$ cat src/inc/adc_seq_params.svh
// register offsets, field positions and reset values of the sequence configuration block
// assumes a 12-bit byte address on the register bus
`ifndef ADC_SEQ_PARAMS_SVH
`define ADC_SEQ_PARAMS_SVH

// ---------------------------------------------------------------
// offsets
// ---------------------------------------------------------------
`define OFF_REGULAR_13_TO_16   12'h030
`define OFF_REGULAR_7_TO_12    12'h034
`define OFF_REGULAR_1_TO_6     12'h038
`define OFF_INJECTED_SEQUENCE  12'h03C
`define OFF_SEQ_CONTROL        12'h058
`define OFF_SEQ_STATUS         12'h05C

// ---------------------------------------------------------------
// fields
// ---------------------------------------------------------------
`define SLOT_W                 5
`define MAX_CHANNEL            5'h17
`define REGULAR_LEN_LSB        20
`define INJECTED_LEN_LSB       20
`define CTRL_START_REGULAR     0
`define CTRL_START_INJECTED    1
`define STAT_BUSY              0
`define STAT_INJ_ACTIVE        1
`define STAT_SLOT_LSB          4
`define STAT_CHAN_ERR          8

// ---------------------------------------------------------------
// reset values
// ---------------------------------------------------------------
`define RST_SLOT               5'h00
`define RST_REGULAR_LEN        4'h0
`define RST_INJECTED_LEN       2'h0
`define RST_WORD               32'h0000_0000

`endif

$ cat src/inc/adc_seq_pkg.sv
// types shared by the sequence configuration block
// assumes nothing beyond a SystemVerilog compiler
package adc_seq_pkg;
	typedef logic [4:0] slot_t;
	typedef enum logic [2:0] {
		ST_IDLE  = 3'b001,
		ST_ISSUE = 3'b010,
		ST_WAIT  = 3'b100
	} walk_state_t;
endpackage

$ cat src/inc/seq_cfg_if.sv
// carries programmed slots and status between register file and sequence walker
// assumes both ends share pclk
`timescale 1ns/1ps
`default_nettype none
interface seq_cfg_if;
	import adc_seq_pkg::*;
	slot_t       reg_slot [16];
	logic [3:0]  reg_len;
	slot_t       inj_slot [4];
	logic [1:0]  inj_len;
	logic        start_reg;
	logic        start_inj;
	logic        busy;
	logic        inj_active;
	logic [3:0]  slot_idx;
	logic        chan_err;
	modport ctrl (output reg_slot, reg_len, inj_slot, inj_len, start_reg, start_inj,
		input busy, inj_active, slot_idx, chan_err);
	modport walk (input reg_slot, reg_len, inj_slot, inj_len, start_reg, start_inj,
		output busy, inj_active, slot_idx, chan_err);
endinterface
`default_nettype wire

$ cat src/rtl/adc_seq_top.sv
// APB register file for regular and injected conversion sequences, with the sequence walker
// assumes an APB master on pclk; the converter answers each conv_req with conv_done
//
// The APB register port was chosen for this implementation.
`timescale 1ns/1ps
`default_nettype none
module adc_seq_top (
	input  wire logic             pclk,
	input  wire logic             presetn,
	input  wire logic             psel,
	input  wire logic             penable,
	input  wire logic             pwrite,
	input  wire logic [11:0]      paddr,
	input  wire logic [31:0]      pwdata,
	output logic      [31:0]      prdata,
	output logic                  pready,
	output logic                  pslverr,
	output logic                  conv_req,
	output adc_seq_pkg::slot_t    conv_channel,
	output logic                  conv_injected,
	input  wire logic             conv_done
);
	import adc_seq_pkg::*;
`include "adc_seq_params.svh"

	seq_cfg_if   cfg ();
	slot_t       reg_slot [16];
	logic [3:0]  reg_len;
	slot_t       inj_slot [4];
	logic [1:0]  inj_len;
	logic        chan_err_flag;
	logic        wr_en;
	logic        setup;
	logic        mapped;

	// ---------------------------------------------------------------
	// bus decode
	// ---------------------------------------------------------------
	function automatic logic is_mapped(input logic [11:0] a);
		is_mapped = (a == `OFF_REGULAR_13_TO_16) || (a == `OFF_REGULAR_7_TO_12)
			|| (a == `OFF_REGULAR_1_TO_6) || (a == `OFF_INJECTED_SEQUENCE)
			|| (a == `OFF_SEQ_CONTROL) || (a == `OFF_SEQ_STATUS);
	endfunction

	// packs six (or fewer) five-bit slots starting at a given slot number
	function automatic logic [29:0] pack_slots(input slot_t s [16], input int base);
		logic [29:0] w;
		w = 30'h0;
		for (int k = 0; k < 6; k++) begin
			if (base + k < 16) begin
				w[5*k +: 5] = s[base + k];
			end
		end
		pack_slots = w;
	endfunction

	assign setup  = psel && !penable;
	assign mapped = is_mapped(paddr);
	assign wr_en  = psel && penable && pwrite && mapped;
	// no wait states: read data is captured in the setup cycle
	assign pready  = 1'b1;
	assign pslverr = psel && penable && !mapped;

	// ---------------------------------------------------------------
	// slot and length registers
	// ---------------------------------------------------------------
	always_ff @(posedge pclk or negedge presetn) begin
		if (!presetn) begin
			for (int k = 0; k < 16; k++) begin
				reg_slot[k] <= `RST_SLOT;
			end
			for (int k = 0; k < 4; k++) begin
				inj_slot[k] <= `RST_SLOT;
			end
			reg_len <= `RST_REGULAR_LEN;
			inj_len <= `RST_INJECTED_LEN;
		end else if (wr_en) begin
			case (paddr)
				`OFF_REGULAR_1_TO_6: begin
					for (int k = 0; k < 6; k++) begin
						reg_slot[k] <= pwdata[5*k +: 5];
					end
				end
				`OFF_REGULAR_7_TO_12: begin
					for (int k = 0; k < 6; k++) begin
						reg_slot[6 + k] <= pwdata[5*k +: 5];
					end
				end
				`OFF_REGULAR_13_TO_16: begin
					for (int k = 0; k < 4; k++) begin
						reg_slot[12 + k] <= pwdata[5*k +: 5];
					end
					reg_len <= pwdata[`REGULAR_LEN_LSB +: 4];
				end
				`OFF_INJECTED_SEQUENCE: begin
					for (int k = 0; k < 4; k++) begin
						inj_slot[k] <= pwdata[5*k +: 5];
					end
					inj_len <= pwdata[`INJECTED_LEN_LSB +: 2];
				end
				default: begin
				end
			endcase
		end
	end

	// sticky out-of-range flag; a new event wins over a write-one clear
	always_ff @(posedge pclk or negedge presetn) begin
		if (!presetn) begin
			chan_err_flag <= 1'b0;
		end else if (cfg.chan_err) begin
			chan_err_flag <= 1'b1;
		end else if (wr_en && paddr == `OFF_SEQ_STATUS && pwdata[`STAT_CHAN_ERR]) begin
			chan_err_flag <= 1'b0;
		end
	end

	// ---------------------------------------------------------------
	// read data
	// ---------------------------------------------------------------
	always_ff @(posedge pclk or negedge presetn) begin
		if (!presetn) begin
			prdata <= `RST_WORD;
		end else if (setup) begin
			case (paddr)
				`OFF_REGULAR_1_TO_6:    prdata <= {2'b00, pack_slots(reg_slot, 0)};
				`OFF_REGULAR_7_TO_12:   prdata <= {2'b00, pack_slots(reg_slot, 6)};
				`OFF_REGULAR_13_TO_16: begin
					prdata <= {8'h00, reg_len, reg_slot[15], reg_slot[14], reg_slot[13], reg_slot[12]};
				end
				`OFF_INJECTED_SEQUENCE: begin
					prdata <= {10'h000, inj_len, inj_slot[3], inj_slot[2], inj_slot[1], inj_slot[0]};
				end
				`OFF_SEQ_STATUS: begin
					prdata <= {23'h00_0000, chan_err_flag, cfg.slot_idx, 2'b00,
						cfg.inj_active, cfg.busy};
				end
				default:                prdata <= `RST_WORD;
			endcase
		end
	end

	// ---------------------------------------------------------------
	// walker hookup
	// ---------------------------------------------------------------
	assign cfg.reg_slot  = reg_slot;
	assign cfg.inj_slot  = inj_slot;
	assign cfg.reg_len   = reg_len;
	assign cfg.inj_len   = inj_len;
	// starts are one-cycle pulses; ignored while a sequence is running
	assign cfg.start_reg = wr_en && paddr == `OFF_SEQ_CONTROL && pwdata[`CTRL_START_REGULAR];
	assign cfg.start_inj = wr_en && paddr == `OFF_SEQ_CONTROL && pwdata[`CTRL_START_INJECTED];

	seq_walker walker (
		.pclk          (pclk),
		.presetn       (presetn),
		.cfg           (cfg.walk),
		.conv_req      (conv_req),
		.conv_channel  (conv_channel),
		.conv_injected (conv_injected),
		.conv_done     (conv_done)
	);

	// ---------------------------------------------------------------
	// checks
	// ---------------------------------------------------------------
	AST_WRITE_SLOTS_1_TO_6: assert property (@(posedge pclk) disable iff (!presetn)
		(wr_en && paddr == `OFF_REGULAR_1_TO_6) |=>
		(reg_slot[0] == $past(pwdata[4:0]) && reg_slot[5] == $past(pwdata[29:25])))
		else $error("slots one to six not stored at their bits");

	AST_WRITE_SLOTS_7_TO_12: assert property (@(posedge pclk) disable iff (!presetn)
		(wr_en && paddr == `OFF_REGULAR_7_TO_12) |=>
		(reg_slot[6] == $past(pwdata[4:0]) && reg_slot[11] == $past(pwdata[29:25])))
		else $error("slots seven to twelve not stored at their bits");

	AST_WRITE_INJECTED: assert property (@(posedge pclk) disable iff (!presetn)
		(wr_en && paddr == `OFF_INJECTED_SEQUENCE) |=>
		(inj_len == $past(pwdata[21:20]) && inj_slot[3] == $past(pwdata[19:15])))
		else $error("injected length or slot four not stored");

	AST_INJ_RESERVED_ZERO: assert property (@(posedge pclk) disable iff (!presetn)
		(setup && paddr == `OFF_INJECTED_SEQUENCE) |=> prdata[31:22] == 10'h000)
		else $error("injected register reserved bits read nonzero");

	AST_READBACK_LEN: assert property (@(posedge pclk) disable iff (!presetn)
		(setup && paddr == `OFF_REGULAR_13_TO_16) |=> prdata[23:20] == $past(reg_len))
		else $error("regular length does not read back");

	AST_UNMAPPED_ERROR: assert property (@(posedge pclk) disable iff (!presetn)
		(psel && penable) |-> (pready && pslverr == !is_mapped(paddr)))
		else $error("unmapped access not answered with an error");

	AST_WRITE_REGULAR_LEN: assert property (@(posedge pclk) disable iff (!presetn)
		(wr_en && paddr == `OFF_REGULAR_13_TO_16) |=>
		(reg_len == $past(pwdata[23:20]) && reg_slot[15] == $past(pwdata[19:15])))
		else $error("regular length or slot sixteen not stored");

	AST_READBACK_SLOTS_1_TO_6: assert property (@(posedge pclk) disable iff (!presetn)
		(setup && paddr == `OFF_REGULAR_1_TO_6) |=>
		(prdata[31:30] == 2'b00 && prdata[29:25] == $past(reg_slot[5])))
		else $error("slots one to six do not read back at their bits");

	AST_READBACK_SLOTS_7_TO_12: assert property (@(posedge pclk) disable iff (!presetn)
		(setup && paddr == `OFF_REGULAR_7_TO_12) |=>
		(prdata[31:30] == 2'b00 && prdata[4:0] == $past(reg_slot[6])))
		else $error("slots seven to twelve do not read back at their bits");

	// the flag must catch every skipped slot, even one cleared in the same cycle
	AST_CHAN_ERR_SET: assert property (@(posedge pclk) disable iff (!presetn)
		cfg.chan_err |=> chan_err_flag)
		else $error("out-of-range channel not flagged");
endmodule
`default_nettype wire

$ cat src/rtl/seq_walker.sv
// steps through the regular or injected slot list and asks the converter for each channel up to 23, skipping out-of-range ones
// assumes the converter answers each request with conv_done, one clock, pclk domain
`timescale 1ns/1ps
`default_nettype none
module seq_walker (
	input  wire logic             pclk,
	input  wire logic             presetn,
	seq_cfg_if.walk               cfg,
	output logic                  conv_req,
	output adc_seq_pkg::slot_t    conv_channel,
	output logic                  conv_injected,
	input  wire logic             conv_done
);
	import adc_seq_pkg::*;
`include "adc_seq_params.svh"

	walk_state_t state;
	logic [3:0]  idx;
	logic [3:0]  last;
	logic        inj;
	slot_t       cur_chan;
	logic        cur_ok;
	logic        at_end;
	logic        advance;

	// ---------------------------------------------------------------
	// slot selection
	// ---------------------------------------------------------------
	function automatic logic chan_ok(input slot_t ch);
		chan_ok = (ch <= `MAX_CHANNEL);
	endfunction

	assign cur_chan = inj ? cfg.inj_slot[idx[1:0]] : cfg.reg_slot[idx];
	assign cur_ok   = chan_ok(cur_chan);
	assign at_end   = (idx == last);
	// an out-of-range channel is skipped rather than sent to the converter
	assign advance  = ((state == ST_ISSUE) && !cur_ok) || ((state == ST_WAIT) && conv_done);

	// ---------------------------------------------------------------
	// sequencing
	// ---------------------------------------------------------------
	always_ff @(posedge pclk or negedge presetn) begin
		if (!presetn) begin
			state <= ST_IDLE;
			idx   <= 4'h0;
			last  <= 4'h0;
			inj   <= 1'b0;
		end else begin
			case (state)
				ST_IDLE: begin
					if (cfg.start_inj) begin
						idx   <= {2'b00, 2'd3 - cfg.inj_len};
						last  <= 4'h3;
						inj   <= 1'b1;
						state <= ST_ISSUE;
					end else if (cfg.start_reg) begin
						idx   <= 4'h0;
						last  <= cfg.reg_len;
						inj   <= 1'b0;
						state <= ST_ISSUE;
					end
				end
				ST_ISSUE: begin
					if (cur_ok) begin
						state <= ST_WAIT;
					end else if (at_end) begin
						state <= ST_IDLE;
					end else begin
						idx <= idx + 4'h1;
					end
				end
				ST_WAIT: begin
					if (advance) begin
						if (at_end) begin
							state <= ST_IDLE;
						end else begin
							idx   <= idx + 4'h1;
							state <= ST_ISSUE;
						end
					end
				end
				default: begin
					state <= ST_IDLE;
				end
			endcase
		end
	end

	always_ff @(posedge pclk or negedge presetn) begin
		if (!presetn) begin
			conv_req      <= 1'b0;
			conv_channel  <= `RST_SLOT;
			conv_injected <= 1'b0;
		end else begin
			conv_req <= (state == ST_ISSUE) && cur_ok;
			if ((state == ST_ISSUE) && cur_ok) begin
				conv_channel  <= cur_chan;
				conv_injected <= inj;
			end
		end
	end

	assign cfg.busy       = (state != ST_IDLE);
	assign cfg.inj_active = inj && (state != ST_IDLE);
	assign cfg.slot_idx   = idx;
	assign cfg.chan_err   = (state == ST_ISSUE) && !cur_ok;

	// ---------------------------------------------------------------
	// checks
	// ---------------------------------------------------------------
	AST_REQ_CHANNEL_VALID: assert property (@(posedge pclk) disable iff (!presetn)
		conv_req |-> conv_channel <= `MAX_CHANNEL)
		else $error("converter asked for a channel above 23");

	AST_INJ_FIRST_SLOT: assert property (@(posedge pclk) disable iff (!presetn)
		(state == ST_IDLE && cfg.start_inj) |=> (idx == 4'(3 - $past(cfg.inj_len)) && last == 4'h3))
		else $error("injected sequence did not start at slot four minus length");

	AST_REG_FIRST_SLOT: assert property (@(posedge pclk) disable iff (!presetn)
		(state == ST_IDLE && cfg.start_reg && !cfg.start_inj) |=> (idx == 4'h0 && !inj))
		else $error("regular sequence did not start at slot one");

	AST_REG_LENGTH: assert property (@(posedge pclk) disable iff (!presetn)
		(state == ST_IDLE && cfg.start_reg && !cfg.start_inj) |=> last == $past(cfg.reg_len))
		else $error("regular sequence length not taken from the length field");

	AST_ASCENDING: assert property (@(posedge pclk) disable iff (!presetn)
		(state == ST_WAIT && conv_done && !at_end) |=> (idx == 4'($past(idx) + 1) && state == ST_ISSUE))
		else $error("sequence did not move to the next slot");

	AST_REQ_AFTER_ISSUE: assert property (@(posedge pclk) disable iff (!presetn)
		(state == ST_ISSUE && cur_ok) |=> (conv_req && conv_channel == $past(cur_chan)) ##1 !conv_req)
		else $error("request not a single pulse with the slot channel");
endmodule
`default_nettype wire

$ cat config.mk
export PLATFORM = sky130hd
export DESIGN_NAME = adc_seq_top
export DESIGN_NICKNAME = d
export VERILOG_FILES = /design/src/inc/adc_seq_pkg.sv /design/src/inc/seq_cfg_if.sv /design/src/rtl/adc_seq_top.sv /design/src/rtl/seq_walker.sv
export VERILOG_INCLUDE_DIRS = /design/src /design/src/inc
export SDC_FILE = /design/constraint.sdc
export NUM_CORES = 1
export LEC_CHECK = 0
export ABC_AREA = 1
export BUFFER_PORTS_ARGS = -buffer_cell sky130_fd_sc_hd__buf_4
export CORE_MARGIN = 5
export CORE_UTILIZATION = 63
export DETAILED_ROUTE_END_ITERATION = 7
export HOLD_SLACK_MARGIN = 0.1
export PLACE_DENSITY = 0.88
export SKIP_CTS_REPAIR_TIMING = 1
export SYNTH_ARGS = -nofsm -noshare
export SYNTH_HDL_FRONTEND = slang
export SYNTH_SLANG_ARGS = --single-unit
export TNS_END_PERCENT = 20
$ cat constraint.sdc
create_clock -name pclk -period 5.6 [get_ports pclk]
set_clock_uncertainty 0.1 [all_clocks]
set_input_delay 0 -clock pclk [delete_from_list [all_inputs] [get_ports pclk]]
set_output_delay 0 -clock pclk [all_outputs]
set_load 0.01 [all_outputs]
==> impl_metrics.toml, run 1 <==
[status]
outcome = "finished, final reports clean"

[yosys]
synthAdderAreaFrac_pct = 0.1558
synth_top_family_by_area = "simple AND/OR/NAND/NOR gates"
synth_area_sq_um = 8029
yosysWarnings = 0
synth-compound-area-share_pct = 19.28
postSynthAreaPerCell_sq_um = 7.872
synthDistinctLibCells = 42
synth_xor_area_share_pct = 0.5454
synth_seq_cells = 156
yosysSeqAreaShare_pct = 48.64
synth_cells = 1020
synthMuxAreaShare_pct = 0
synthSimpleGateAreaFrac_pct = 20.80

[detailed_routing]
routed_via_density = 5.889
drcViolationCount = 0
drtIter0Drc = 1125
dr.pass1.iters = 6
vias = 7656
ant_nets = 0
drt-total-wl_um = 22950
wl_per_cell_um = 17.65

[worst_setup_path]
critical_path_class = "in -> reg"
crit_fanout = 26
cp-end-kind = "flop"
rr_worst_depth = 12
start_kind = "input port"
critical-path-slowest-cell = "a21oi_2"
arrival_ps = 4130
required_ps = 5860
path_cells = "dlygate4sd3_1 -> buf_4 -> nor2_1 -> dlygate4sd3_1 -> buf_4 -> clkinv_1 -> a21oi_2 -> o21ai_0 -> nand2_1"
critical_path.max_stage_delay_ps = 1130

[clocking]
htree_levels = 4
worst_skew_pair.late_latency_ps = 440
clockBufferDepth = 2
cts_sinks = 156
cts_buffers = 17
cts_tree = "yes"
root_buffer = "clkbuf_16"
path_clk_slew_ps = 60

[layout]
drive_gt1_share_pct = 15.43
final_nets = 1166
layout_common_cells = "nand2_1 (268), dfrtp_1 (155), inv_1 (131), o21ai_0 (125), buf_4 (94)"
area_growth_pct = 20.32
diodes = 0
final_common_cell = "nand2_1"

[global_routing]
grt_first_pass_wirelength_um = 35130
grt_pass1_vias = 6881
grt_antenna_before_repair = 0
grt.overflow.total = 0
grt_max_degree = 94
grt_usage_pct = 30.40

[power_and_ir_drop]
power_density_nw_per_um2 = 309.5
p_switching_mw = 0.8613
switching_share_pct = 28.81
clkPwrFrac_pct = 41.8
p_int_mw = 2.128
ir_drop_uv = 304.5
comb_power_share_pct = 17.4
pwr-share-seq_pct = 40.8
power.leakage_nw = 4.518

[sta]
setup_tns_ps = 0
tightest_slew_ps = 1103
hold_ws_ps = 84.81
slew_violations = 0
setup_viol = 0
rsz0062_at_grt = "false"
period_minus_slack_ps = 3873
hold_viol = 0
fmax_mhz = 258.2
slew_headroom_pct = 26.45
period_share_pct = 69.17

[floorplanning]
chipWidth_um = 122.9
coreArea_sq_um = 12570
start_util_pct = 63.88
io_pins = 91
die-area_sq_um = 15100
die_h_um = 122.9
core.rowCount = 41

[placed_design]
numPortBuffers = 85
gp_congestion = 0.9253
dp_hpwl_um = 14310

[hold_path]
hp-class = "in -> async"

[flow_run]
maxCapViolCount = 0
-- layer usage --
layer | track usage [%] | part of all wire, %
met4 | 13.30 | 3.2
met5 | 0 | 0
met2 | 44.65 | 45
met3 | 8.143 | 12
met1 | 42.71 | 39
-- critical path: cells and delay by family --
kind	cells	cell delay (ps)
AOI/OAI and AO/OA	2	1540
buffers and inverters	5	2340
and+or+nand+nor	2	250
-- sequential cells by signal, indices dropped and copies added (netlist names) --
signal / flops
walker.conv_injected: 1
cfg.reg_slot: 80
walker.conv_req: 1
walker.cfg.slot_idx: 4
cfg.inj_len: 2
cfg.inj_slot: 20
walker.state: 3
walker.conv_channel: 5
prdata: 30
walker.inj: 1
cfg.reg_len: 4
walker.last: 4
chan_err_flag: 1
-- power groups by stage --
stage | clock network (mW) | registers, mW | logic (mW)
floorplan | 0 | 1.22 | 0.340
global placement | 0 | 1.24 | 0.470
detailed placement | 0 | 1.24 | 0.484
CTS | 1.25 | 1.22 | 0.490
global route | 1.30 | 1.23 | 0.573
finish | 1.25 | 1.22 | 0.519
-- cell usage after synthesis, drive strengths merged --
library cell,number,share of area [%]
o2111ai,3,0.33
a21oi,45,2.9
o21ai,165,12
a21bo,1,0.12
nor2,33,1.6
o31ai,1,0.094
dfrtp,155,48
o211ai,5,0.47
inv,133,6.2
a31oi,2,0.16
or2,3,0.23
nand4,2,0.16
o22ai,32,2.5
dfstp,1,0.33
xor2,4,0.44
clkinv,3,0.14
nor4,1,0.26
nand3,74,4.8
clkbuf,32,1.5
a22o,3,0.33
buf,26,2.6
conb,2,0.094
nand2,270,13
nand3b,1,0.094
ha,1,0.16
a32o,3,0.37
a221oi,3,0.33
xnor2,1,0.11
nor3,15,1.0
-- final timing paths --
check | from | end | slack [ps]
worst max register to register | walker.cfg.slot_idx[0] | walker.conv_channel[0] | 2520
min in group pclk | paddr[9] | prdata[23] | 90
worst min register to register | prdata[9] | prdata[9] | 380
max in group asynchronous | presetn | cfg.reg_slot[69] | 3970
worst min-delay path | presetn | prdata[24] | 80
worst max-delay path | penable | prdata[2] | 1730
-- cell families (layout without fill, tap and decap cells) --
logic type,count (synthesis),in the layout
xor gates and xnor gates,5,5
other,2,3
buffers and inverters,194,301
AOI/OAI and AO/OA,263,263
DFF,156,156
and+or+nand+nor,399,399
adders and majority gates,1,1
-- metrics by stage --
step	power [mW]	cells	worst slack (ps)	util (%)	area [sq um]
after global placement	1.708	1230	2573	68.74	8640
after floorplan	1.564	1021	3783	-	8033
after detailed placement	1.723	1230	2526	68.74	8640
after global routing	3.103	1300	1565	76.86	9661
final	2.990	1300	1727	76.86	9661
after CTS	2.956	1262	2629	73.84	9280
-- area by class of cell --
| type | instances | area, sq um |
|---|---|---|
| Sequential cell | 156 | 3905 |
| Multi-Input combinational cell | 671 | 3289 |
| Fill cell | 883 | 2908 |
| Timing Repair Buffer | 133 | 1097 |
| Inverter | 136 | 513.0 |
| Clock buffer | 19 | 452.9 |
| Tap cell | 172 | 215.2 |
| Clock inverter | 13 | 187.7 |
Note: power is estimated with default switching activity, not from simulation.
==> run 2, diff against run 1 <==
ABC_AREA = 0   (was 1)
CORE_UTILIZATION = 53   (was 63)
PLACE_DENSITY = 0.8   (was 0.88)
clock period = 3.47 ns   (was 5.6 ns; I/O delays follow)
==> impl_metrics.toml, run 2 <==
[yosys]
synth.most_common_cell = "dfrtp_1"
yosys.area.top_type_share_pct = 51.74
yosysSeqAreaShare_pct = 52.09
synth_edf_count = 0
postSynthAreaPerCell_sq_um = 12.84
yosysWarnings = 0
synth_seq_cells = 156
synth_area_leaders = "dfrtp_1 (52%), mux2_2 (16%), mux4_2 (8.1%), nand2_1 (2.8%), a222oi_1 (2.4%)"
synth_area_sq_um = 7497
async_flop_share_pct = 100.0
synth_common_cells = "dfrtp_1 (155), mux2_2 (108), nand2_1 (56), o21ai_0 (36)"
synthFlopType = "dfrtp_1"
synth_cells = 584
synthDistinctLibCells = 53
synth_area_leader_cell = "dfrtp_1"

[clocking]
worst_skew_pair.late_latency_ps = 430
cts_buffers = 17
htree_levels = 4
clockBufferDepth = 2
cts_sinks = 156
path_clk_slew_ps = 60
cts_tree = "yes"
root_buffer = "clkbuf_16"

[detailed_routing]
dr.pass1.iters = 7
drcViolationCount = 0
wl_per_cell_um = 22.44
ant_nets = 0
drtIter0Drc = 574
drt-total-wl_um = 20330
vias = 5669
routed_via_density = 6.257

[sta]
period_share_pct = 88.46
slew_headroom_pct = 33.95
hold_viol = 0
tightest_slew_ps = 990.8
setup_tns_ps = 0
rsz0062_at_grt = "false"
slew_violations = 0
fmax_mhz = 325.8
setup_viol = 0
worst_slack_ps = 400.4
period_minus_slack_ps = 3070

[hold_path]
min_path_cells = 5
min_from = "paddr[1]"
hp-class = "in -> reg"
hold_end = "walker.last[0]"

[floorplanning]
io_pins = 91
core.rowCount = 43
start_util_pct = 54.01
coreArea_sq_um = 13880
die_h_um = 128.9
die-area_sq_um = 16620
chipWidth_um = 128.9

[worst_setup_path]
start_kind = "input port"
worstReg2RegStart = "walker.state[0]"
reg2reg_to = "walker.cfg.slot_idx[2]"
critical_path_class = "in -> reg"
cp-end-kind = "flop"
regToRegSetupSlack_ps = 570
rr_worst_depth = 7
required_ps = 3690
crit_fanout = 18
arrival_ps = 3290

[global_routing]
grt_antenna_before_repair = 0
grt_util_met1_pct = 31.56
grt_use_met2_pct = 40.88
grt_first_pass_wirelength_um = 31980
grt.overflow.total = 0
grt_pass1_vias = 5914
top_usage_layer = "met2"
grt_usage_pct = 25.31
met3_usage_pct = 6.932
grt_max_degree = 106

[layout]
largest_reg_flops = 80
final_common_cell = "dfrtp_1"
regMostFlops = "cfg.reg_slot"
reg.largest.list = "cfg.reg_slot x80, prdata x30, cfg.inj_slot x20"
drive_gt1_share_pct = 39.31
layout_common_cells = "dfrtp_1 (155), mux2_2 (108), buf_4 (106), nand2_1 (56), dlygate4sd3_1 (41)"
final_nets = 763
area_growth_pct = 25.68
finish.utilization_pct = 67.88

[power_and_ir_drop]
power.leakage_nw = 4.433
ir_drop_uv = 318.5
comb_power_share_pct = 4.0
p_int_mw = 3.117
clkPwrFrac_pct = 50.0
switching_share_pct = 21.26
p_switching_mw = 0.8413
power_density_nw_per_um2 = 420.1
pwr-share-seq_pct = 46.0
p_total_mw = 3.958

[placed_design]
dpl_worst_slack_ps = 634.7
dp_hpwl_um = 13590
gp_congestion = 0.8864
numPortBuffers = 85

[status]
outcome = "finished, final reports clean"

[flow_run]
maxCapViolCount = 0
==> run 2: cell types whose count changed after synthesis, moves of 18 or more <==
cell      delta
o22ai_1     -32
inv_1      -128
nand2_1    -212
nand3_1     -65
o21ai_2     -31
o21ai_0     -89
mux4_2      +27
a222oi_1    +18
a21oi_1     -30
mux2_2     +108
==> run 2: kinds of logic after synthesis <==
| logic type | share of synthesized area [%] |
|---|---|
| compound gates | 11.48 |
| xor+xnor | 0.4672 |
| flops | 52.09 |
| simple gates | 7.343 |
| fa+ha+maj | 0.1669 |
| buf+inv | 2.687 |
| other cells | 0.1002 |
| mux | 25.67 |
==> run 2: routing by layer <==
layer	vias to the layer above	share of wire, %
met5	-	0
met4	0	3.9
met3	71	7.2
met2	265	50
met1	2882	39
li1	2451	-
==> run 2: power by group through the flow <==
| stage | registers, mW | clock network, mW | logic, mW |
|---|---|---|---|
| 6_report | 1.82 | 1.98 | 0.160 |
| 4_1_cts | 1.82 | 2.00 | 0.126 |
| 5_1_grt | 1.82 | 2.08 | 0.176 |
| 3_5_place_dp | 1.85 | 0 | 0.126 |
| 2_1_floorplan | 1.85 | 0 | 0.0232 |
| 3_3_place_gp | 1.85 | 0 | 0.121 |
==> run 2: cell type report <==
class	count	area (sq um)
Clock inverter	13	191.4
Sequential cell	156	3905
Fill cell	961	4458
Clock buffer	19	442.9
Tap cell	180	225.2
Multi-Input combinational cell	385	3407
Antenna cell	1	2.502
Inverter	3	11.26
Timing Repair Buffer	149	1237
==> run 2: how the worst max path moves through the flow <==
stage / start / to / slack (ps)
final: paddr[7] / cfg.inj_slot[12] / 400
after global routing: paddr[7] / cfg.inj_slot[12] / 220
after CTS: walker.state[0] / walker.cfg.slot_idx[0] / 620
after detailed placement: walker.state[0] / walker.cfg.slot_idx[2] / 630
after global placement: walker.state[0] / walker.cfg.slot_idx[2] / 760
after floorplan: walker.cfg.slot_idx[3] / walker.conv_injected / 1020
==> run 2: metrics by stage <==
| stage | hold slack [ps] | cell area (sq um) | instances |
|---|---|---|---|
| after floorplan | -395.6 | 7501 | 585 |
| after global routing | 114.0 | 9420 | 905 |
| after detailed placement | 83.91 | 8376 | 832 |
| after CTS | -374.9 | 9010 | 864 |
| after global placement | 61.33 | 8376 | 832 |
| final | 55.13 | 9423 | 906 |
==> run 2: worst max-delay path, stage by stage <==
cell	delay, ps
dlygate4sd3_1	540
buf_4	140
nor4b_4	360
dlygate4sd3_1	620
nand3_2	110
nor4_1	230
buf_4	200
and2_0	320
buf_4	370
mux2_2	390
